File: config.mk
export PLATFORM = sky130hd
export DESIGN_NAME = data_transmit_preamble_framer
export DESIGN_NICKNAME = d
export VERILOG_FILES = /design/src/hw/bit_interleaver.v /design/src/hw/data_transmit_preamble_framer.v
export VERILOG_INCLUDE_DIRS = /design/src /design/src/hw
export SDC_FILE = /design/constraint.sdc
export NUM_CORES = 1
export LEC_CHECK = 0
export ABC_CLOCK_PERIOD_IN_PS = 2700
export BUFFER_PORTS_ARGS = -buffer_cell sky130_fd_sc_hd__buf_2
export CAP_MARGIN = 25
export CELL_PAD_IN_SITES_DETAIL_PLACEMENT = 1
export CELL_PAD_IN_SITES_GLOBAL_PLACEMENT = 1
export CORE_MARGIN = 2
export CORE_UTILIZATION = 50
export DETAILED_ROUTE_END_ITERATION = 8
export PLACE_DENSITY = 0.75
export SYNTH_ARGS = -nofsm -noshare
export SYNTH_HDL_FRONTEND = slang
export SYNTH_SLANG_ARGS = --single-unit
File: constraint.sdc
create_clock -name clk_sys -period 2.7 [get_ports clk_sys]
set_input_delay 0.135 -clock clk_sys [delete_from_list [all_inputs] [get_ports clk_sys]]
set_output_delay 0.135 -clock clk_sys [all_outputs]
set_load 0.005 [all_outputs]
File: src/hw/pt_framer_defs.vh
// constants for the plain-text data transmit preamble framer
`ifndef PT_FRAMER_DEFS_VH
`define PT_FRAMER_DEFS_VH
// clock and line rate
`define CLK_HZ            40000000
`define LINE_BPS          16000
// one line bit lasts this many system clocks
`define BIT_CLKS          (`CLK_HZ / `LINE_BPS)
// phasing block duration in milliseconds, and in line bits
`define PHASE_MS          256
`define PHASE_BITS        ((`LINE_BPS / 1000) * `PHASE_MS)
// code word: length, repetitions and value (value is arbitrary)
`define CODE_LEN          15
`define CODE_REPS         30
`define CODE_WORD         15'h4d2b
// low-speed input oversampling: line bits per input bit
`define RATE_FACTOR       8
// interleaver: rows x cols bits
`define IL_ROWS           4
`define IL_COLS           8
`define IL_SIZE           (`IL_ROWS * `IL_COLS)
`endif
File: src/hw/bit_interleaver.v
// block interleaver: writes rows, reads columns, ping-pong banks
`timescale 1ns/1ps
`default_nettype none
`include "pt_framer_defs.vh"
module bit_interleaver (
  input  wire       clk_sys,
  input  wire       reset_n,
  input  wire       bit_step,
  input  wire       bit_in,
  output reg        bit_out
);
  // two banks so writing and reading never collide
  reg  [`IL_SIZE-1:0] bank_a;
  reg  [`IL_SIZE-1:0] bank_b;
  reg                 wr_sel;
  reg  [4:0]          wr_idx;
  reg  [4:0]          rd_idx;
  wire [4:0]          rd_addr;
  // column-major read of a row-major written bank
  assign rd_addr = (rd_idx % 5'd4) * 5'd8 + (rd_idx / 5'd4);

  //------------------------------------------------------------
  // bank write and read
  //------------------------------------------------------------
  // output lags input by one block; a cold start reads zeros
  always @(posedge clk_sys or negedge reset_n) begin
    if (!reset_n) begin
      bank_a  <= {`IL_SIZE{1'b0}};
      bank_b  <= {`IL_SIZE{1'b0}};
      wr_sel  <= 1'b0;
      wr_idx  <= 5'h00;
      rd_idx  <= 5'h00;
      bit_out <= 1'b0;
    end else if (bit_step) begin
      if (wr_sel) begin
        bank_b[wr_idx] <= bit_in;
        bit_out        <= bank_a[rd_addr];
      end else begin
        bank_a[wr_idx] <= bit_in;
        bit_out        <= bank_b[rd_addr];
      end
      wr_idx <= wr_idx + 5'h01;
      rd_idx <= rd_idx + 5'h01;
      if (wr_idx == 5'h1f) begin
        wr_sel <= ~wr_sel;
      end
    end
  end
endmodule
`default_nettype wire

File: src/hw/data_transmit_preamble_framer.v
// plain-text data transmit framer: phasing, code words, inverted word, data
`timescale 1ns/1ps
`default_nettype none
`include "pt_framer_defs.vh"
// Functional notes
// - each transmission is phasing, code repeats, inverted code, then data, in order.
// - opening block alternates one then zero at 16 kb/s for 256 ms.
// - then the 15-bit code word is sent thirty times back to back.
// - then one fully inverted code word, then the data block starts.
// - low-speed data is raised to 16 kb/s then interleaved.
// - data bits are XORed with the repeating code word before sending.
module data_transmit_preamble_framer (
  input  wire       clk_sys,
  input  wire       reset_n,
  input  wire       tx_start,
  input  wire       tx_stop,
  input  wire       data_in,
  output reg        digital_tx_line_out,
  output reg        line_bit_strobe,
  output reg        tx_active,
  output reg        data_phase,
  output reg        data_in_req
);
  localparam [2:0] ST_IDLE  = 3'd0;
  localparam [2:0] ST_PHASE = 3'd1;
  localparam [2:0] ST_CODE  = 3'd2;
  localparam [2:0] ST_INV   = 3'd3;
  localparam [2:0] ST_DATA  = 3'd4;
  // end counts worked out as integers, then cut to counter width on purpose
  localparam integer BIT_LAST_N   = `BIT_CLKS - 1;
  localparam integer PHASE_LAST_N = `PHASE_BITS - 1;
  localparam integer CODE_LAST_N  = `CODE_LEN - 1;
  localparam integer REPS_LAST_N  = `CODE_REPS - 1;
  localparam integer RATE_LAST_N  = `RATE_FACTOR - 1;
  localparam [11:0] BIT_LAST   = BIT_LAST_N[11:0];
  localparam [12:0] PHASE_LAST = PHASE_LAST_N[12:0];
  localparam [3:0]  CODE_LAST  = CODE_LAST_N[3:0];
  localparam [4:0]  REPS_LAST  = REPS_LAST_N[4:0];
  localparam [2:0]  RATE_LAST  = RATE_LAST_N[2:0];
  localparam [14:0] CODE_WORD  = `CODE_WORD;

  //------------------------------------------------------------
  // pin synchronisers
  //------------------------------------------------------------
  reg  [1:0] start_sync;
  reg  [1:0] stop_sync;
  reg  [1:0] data_sync;
  // controls and data come from outside; two flops each
  always @(posedge clk_sys or negedge reset_n) begin
    if (!reset_n) begin
      start_sync <= 2'b00;
      stop_sync  <= 2'b00;
      data_sync  <= 2'b00;
    end else begin
      start_sync <= {start_sync[0], tx_start};
      stop_sync  <= {stop_sync[0], tx_stop};
      data_sync  <= {data_sync[0], data_in};
    end
  end

  //------------------------------------------------------------
  // line bit timing
  //------------------------------------------------------------
  reg  [11:0] bit_cnt;
  wire        bit_tick;
  assign bit_tick = (bit_cnt == BIT_LAST);
  // free-running divider keeps every line bit the same length
  always @(posedge clk_sys or negedge reset_n) begin
    if (!reset_n) begin
      bit_cnt <= 12'h000;
    end else if (bit_tick) begin
      bit_cnt <= 12'h000;
    end else begin
      bit_cnt <= bit_cnt + 12'h001;
    end
  end

  //------------------------------------------------------------
  // rate conversion of low-speed input
  //------------------------------------------------------------
  reg  [2:0] rate_cnt;
  reg        held_bit;
  // each input bit repeats for RATE_FACTOR line bits
  always @(posedge clk_sys or negedge reset_n) begin
    if (!reset_n) begin
      rate_cnt <= 3'h0;
      held_bit <= 1'b0;
    end else if (bit_tick) begin
      rate_cnt <= rate_cnt + 3'h1;
      if (rate_cnt == RATE_LAST) begin
        held_bit <= data_sync[1];
      end
    end
  end

  wire il_bit;
  // interleave the rate-converted stream before framing
  bit_interleaver u_interleaver (
    .clk_sys (clk_sys),
    .reset_n (reset_n),
    .bit_step(bit_tick),
    .bit_in  (held_bit),
    .bit_out (il_bit)
  );

  //------------------------------------------------------------
  // framing state machine
  //------------------------------------------------------------
  reg  [2:0]  state;
  reg  [2:0]  next_state;
  reg  [12:0] blk_cnt;
  reg  [3:0]  code_pos;
  reg  [4:0]  rep_cnt;
  reg         start_pend;

  // block sequencing only advances on line-bit boundaries
  always @* begin
    next_state = state;
    case (state)
      ST_IDLE: begin
        if (start_pend) begin
          next_state = ST_PHASE;
        end
      end
      ST_PHASE: begin
        if (blk_cnt == PHASE_LAST) begin
          next_state = ST_CODE;
        end
      end
      ST_CODE: begin
        if (code_pos == CODE_LAST && rep_cnt == REPS_LAST) begin
          next_state = ST_INV;
        end
      end
      ST_INV: begin
        if (code_pos == CODE_LAST) begin
          next_state = ST_DATA;
        end
      end
      ST_DATA: begin
        if (stop_sync[1]) begin
          next_state = ST_IDLE;
        end
      end
      default: begin
        next_state = ST_IDLE;
      end
    endcase
  end

  // start request is remembered until the next bit boundary
  always @(posedge clk_sys or negedge reset_n) begin
    if (!reset_n) begin
      start_pend <= 1'b0;
    end else if (start_sync[1] && state == ST_IDLE) begin
      start_pend <= 1'b1;
    end else if (bit_tick) begin
      start_pend <= 1'b0;
    end
  end

  // counters clear on each block change, whose tick already sends the new block's first bit, so no gap bit appears
  always @(posedge clk_sys or negedge reset_n) begin
    if (!reset_n) begin
      state    <= ST_IDLE;
      blk_cnt  <= 13'h0000;
      code_pos <= 4'h0;
      rep_cnt  <= 5'h00;
    end else if (bit_tick) begin
      state <= next_state;
      if (next_state != state) begin
        blk_cnt  <= 13'h0000;
        code_pos <= 4'h0;
        rep_cnt  <= 5'h00;
      end else begin
        blk_cnt <= blk_cnt + 13'h0001;
        if (code_pos == CODE_LAST) begin
          code_pos <= 4'h0;
          rep_cnt  <= rep_cnt + 5'h01;
        end else begin
          code_pos <= code_pos + 4'h1;
        end
      end
    end
  end

  //------------------------------------------------------------
  // line output
  //------------------------------------------------------------
  // choose bit of the block about to be sent; all outputs registered
  always @(posedge clk_sys or negedge reset_n) begin
    if (!reset_n) begin
      digital_tx_line_out <= 1'b0;
      line_bit_strobe     <= 1'b0;
      tx_active           <= 1'b0;
      data_phase          <= 1'b0;
      data_in_req         <= 1'b0;
    end else begin
      line_bit_strobe <= bit_tick && (next_state != ST_IDLE);
      data_in_req     <= bit_tick && (rate_cnt == RATE_LAST);
      if (bit_tick) begin
        tx_active  <= (next_state != ST_IDLE);
        data_phase <= (next_state == ST_DATA);
        case (next_state)
          ST_PHASE: begin
            // first bit is forced to one on entry; blk_cnt clears to zero there, so later bits follow blk_cnt[0]
            digital_tx_line_out <= (next_state != state) ? 1'b1 : blk_cnt[0];
          end
          ST_CODE: begin
            digital_tx_line_out <= (next_state != state) ? CODE_WORD[CODE_LAST]
                                   : (code_pos == CODE_LAST ? CODE_WORD[CODE_LAST]
                                   : CODE_WORD[CODE_LAST - code_pos - 4'h1]);
          end
          ST_INV: begin
            digital_tx_line_out <= (next_state != state) ? ~CODE_WORD[CODE_LAST]
                                   : ~CODE_WORD[CODE_LAST - code_pos - 4'h1];
          end
          ST_DATA: begin
            // scramble with the repeating word for a balanced duty cycle
            digital_tx_line_out <= il_bit ^ ((next_state != state) ? CODE_WORD[CODE_LAST]
                                   : (code_pos == CODE_LAST ? CODE_WORD[CODE_LAST]
                                   : CODE_WORD[CODE_LAST - code_pos - 4'h1]));
          end
          default: begin
            digital_tx_line_out <= 1'b0;
          end
        endcase
      end
    end
  end
endmodule
`default_nettype wire

==> results.md <==
| Item | This run |
|:---|:---|
| Run status | finished, final reports clean |
| HPWL after detailed placement | 9990 um |
| Count of buffers inserted at the top-level ports | 9 |
| Most used flip-flop cell after synthesis | sky130_fd_sc_hd__dfrtp_1 |
| Via count | 4516 |
| Max transition margin | 50.3% |
| Number of max-slew violations in the final report | 0 |
| Post-synth EDFFs | 0 |
| Most area-hungry cell type in the Yosys netlist | sky130_fd_sc_hd__dfrtp_1 |
| Post-Synthesis Mean Instance Area | 11.1 sq um |
| Post-detailed-route DRC marker count | 0 |
| Post-synth ARST share | 100% |
| Proportion of synthesized chip area in sequential cells | 49.8% |
| Floorplan die height | 118 um |
| Initial cell density of the core | 51.3% |
| Top cells by area in the synthesized netlist | sky130_fd_sc_hd__dfrtp_1, sky130_fd_sc_hd__mux2_2, sky130_fd_sc_hd__nand2_1, sky130_fd_sc_hd__mux4_2, sky130_fd_sc_hd__ha_1 |
| Critical path cell sequence | ha_1, and3_1, nand3_1, o31ai_4, a21oi_2, a21o_1, a32o_1 |
| Most common cell in the synthesized netlist | sky130_fd_sc_hd__dfrtp_1 |
| Utilization of the core after routing | 58.7% |
| Number of iterations in the first detailed-routing pass | 4 |
| Initial antenna violation count | 0 |
| Layout Area Growth over Synthesis | 14.3% |
| Clock tree from TritonCTS | built |
| Routed wire length | 15200 um |
| Setup tns final | 0 ns |
| Achievable clock frequency | 427 MHz |
| Cells after synthesis | 582 |
| Site Rows | 41 |
| Flip-flop and latch count after synthesis | 129 |
| Commonest cells in the synthesized netlist | sky130_fd_sc_hd__dfrtp_1, sky130_fd_sc_hd__nand2_1, sky130_fd_sc_hd__mux2_2, sky130_fd_sc_hd__o21ai_0, sky130_fd_sc_hd__clkbuf_1 |
| Remaining global-route overflow | 0 |
| Largest net degree at the start of global routing | 50 |
| Net count reported at finish | 616 |
| Kind of start point of the critical path | register |
| Final period util | 86.7% |
| Worst-path maximum fanout | 9 |
| Root Buffer Master | sky130_fd_sc_hd__clkbuf_16 |
| Slowest cell on crit path | sky130_fd_sc_hd__o31ai_4 |
| Total Routing Usage GR | 23.6% |
| Final setup skew | 0.0109 ns |
| Worst Setup End Kind | register |
| Number of DRC violations after detailed-routing iteration 0 | 181 |
| Number of warnings reported in the yosys synthesis log | 0 |
| Critical path start-end classification | register to register |
| Count of antenna diodes in the layout | 0 |
| Fraction of final layout cells with drive strength greater than 1 | 25.1% |
| Per-cell routed wire length | 19.5 um |
| Via count of the first global-routing pass | 5010 |
| Max Cap Viol | 0 |
| Full die area | 13900 sq um |
| Signal arrival time at the worst endpoint | 2.65 ns |
| Areal power density over the cells | 585 nW/um^2 |
| Clock tree sinks | 129 |
| Yosys cell types | 50 |
| RD Place Congestion | 0.820 |
| I/O pin count | 10 |
| Proportion of netlist area held by the largest area contributor | 49.8% |
| H-tree Lvls | 4 |
| Remaining antenna violation count | 0 |
| Least-Margin Pin Slew | 0.743 ns |
| Die Span X | 118 um |
| Unrepaired setup endpoints after global routing | no |
| Via density per instance | 5.80 |
| Data required, critical path | 3.01 ns |
| Maximum VDD drop | 0.000441 V |
| Synthesized net count | 604 |
| Hold crit path type | input pin to async pin |
| Netlist area before placement | 6480 sq um |
| Clock transition at path regs | 0.05 ns |
| Area of the placeable core | 12600 sq um |
| First-pass GRT wire length | 25700 um |
| Clock buffer count from CTS | 17 |
| Static leakage | 3.36 nW |
| Final setup vio count | 0 |
| Final hold violation count | 0 |
| Buffer levels on the longest clock path | 2 |
| Clock latency on the worst-skew pair | 0.42 ns |
| Final critical path time including I/O delays and setup | 2.34 ns |
| Max stage delay on crit path | 0.57 ns |
final cells by class:
cell class | instances | area (sq um)
sequential | 129 | 3230
clock inverter | 5 | 100
inverter | 8 | 30.0
tap | 172 | 215
clock buffer | 26 | 499
fill | 1317 | 5210
multi-input combinational | 406 | 3070
timing repair buffer | 32 | 268
power by group:
group	total (mW)	switching, mW	internal, mW
logic	0.0511	0.0403	0.0107
clock network	2.34	0.799	1.54
registers	1.94	0.00254	1.94
critical path, delay by kind of cell, from the launching register on:
| kind | cells | cell delay, ns |
|---|---|---|
| compound gates | 4 | 1.09 |
| simple gates | 2 | 0.49 |
| flops | 1 | 0.42 |
| fa+ha+maj | 1 | 0.22 |
through the flow:
step	std cells	setup WS (ns)	instance area [sq um]	hold slack [ns]	power, mW
after floorplan	582	0.548	6480	-0.161	1.98
after global placement	743	0.412	6760	0.201	2.02
after detailed placement	743	0.322	6760	0.203	2.02
after CTS	778	0.178	7400	0.305	4.39
after global routing	778	0.170	7410	0.347	4.46
final	778	0.360	7410	0.288	4.33
per-layer routing:
metal / up-vias / wire (um) / track usage [%]
met5: - / 0 / 0
met4: 0 / 246 / 7.68
met3: 26 / 465 / 6.35
met2: 66 / 7830 / 41.2
met1: 2341 / 6640 / 28.4
li1: 2083 / - / -
cells in the final DEF, fill, tap and decap left out, types with 4 or more instances in the layout:
cell / n
sky130_fd_sc_hd__and2_1: 4
sky130_fd_sc_hd__o21ai_0: 31
sky130_fd_sc_hd__nand3_1: 15
sky130_fd_sc_hd__nand4_1: 9
sky130_fd_sc_hd__inv_1: 8
sky130_fd_sc_hd__buf_2: 8
sky130_fd_sc_hd__ha_1: 17
sky130_fd_sc_hd__mux4_2: 17
sky130_fd_sc_hd__clkbuf_1: 5
sky130_fd_sc_hd__a21oi_1: 12
sky130_fd_sc_hd__nor2_1: 16
sky130_fd_sc_hd__clkbuf_8: 4
sky130_fd_sc_hd__dlygate4sd3_1: 4
sky130_fd_sc_hd__dfrtp_1: 129
sky130_fd_sc_hd__xnor2_1: 17
sky130_fd_sc_hd__clkbuf_16: 17
sky130_fd_sc_hd__nand2_1: 110
sky130_fd_sc_hd__buf_4: 17
sky130_fd_sc_hd__and3_1: 15
sky130_fd_sc_hd__a31oi_1: 10
sky130_fd_sc_hd__mux2_2: 68
sky130_fd_sc_hd__nor2b_1: 4
sky130_fd_sc_hd__or3_1: 4
sky130_fd_sc_hd__mux2i_1: 8
sequential cells by signal, indices dropped and copies added (netlist names), 3 cells and up:
| register | cells |
|---|---|
| u_interleaver.bank_a | 32 |
| u_interleaver.bank_b | 32 |
| blk_cnt | 13 |
| bit_cnt | 12 |
| rep_cnt | 5 |
| u_interleaver.rd_idx | 5 |
| u_interleaver.wr_idx | 5 |
| code_pos | 4 |
| rate_cnt | 3 |
| state | 3 |
kinds of logic after synthesis:
group                      after synthesis  share of synthesized area (%)
DFF                                    129                           49.8
buffers and inverters                   47                           3.03
xor gates and xnor gates                19                           2.57
AOI/OAI and AO/OA                       80                           8.21
adders and majority gates               17                           3.28
muxes                                   93                           19.0
and+or+nand+nor                        197                           14.1
worst paths after layout:
path | start | to | slack [ns] | cells past startpoint
worst max-delay path | blk_cnt[1] | code_pos[3] | 0.36 | 7
worst min-delay path | reset_n | data_sync[1] | 0.29 | 2
worst max register to register | blk_cnt[1] | code_pos[3] | 0.36 | 7
worst min register to register | data_sync[0] | data_sync[1] | 0.35 | 0
max in group asynchronous | reset_n | u_interleaver.bank_b[16] | 1.52 | 3
min in group clk_sys | data_sync[0] | data_sync[1] | 0.35 | 0
repair_timing:
item | 4_1_cts | 5_1_grt
setup buffers | 0 | 0
resized for setup | 0 | 4
endpoints found under the hold margin | 49 | 0
hold buffers | 4 | 0
setup endpoints to repair | 0 | 20
Note: power is estimated with default switching activity, not from simulation.
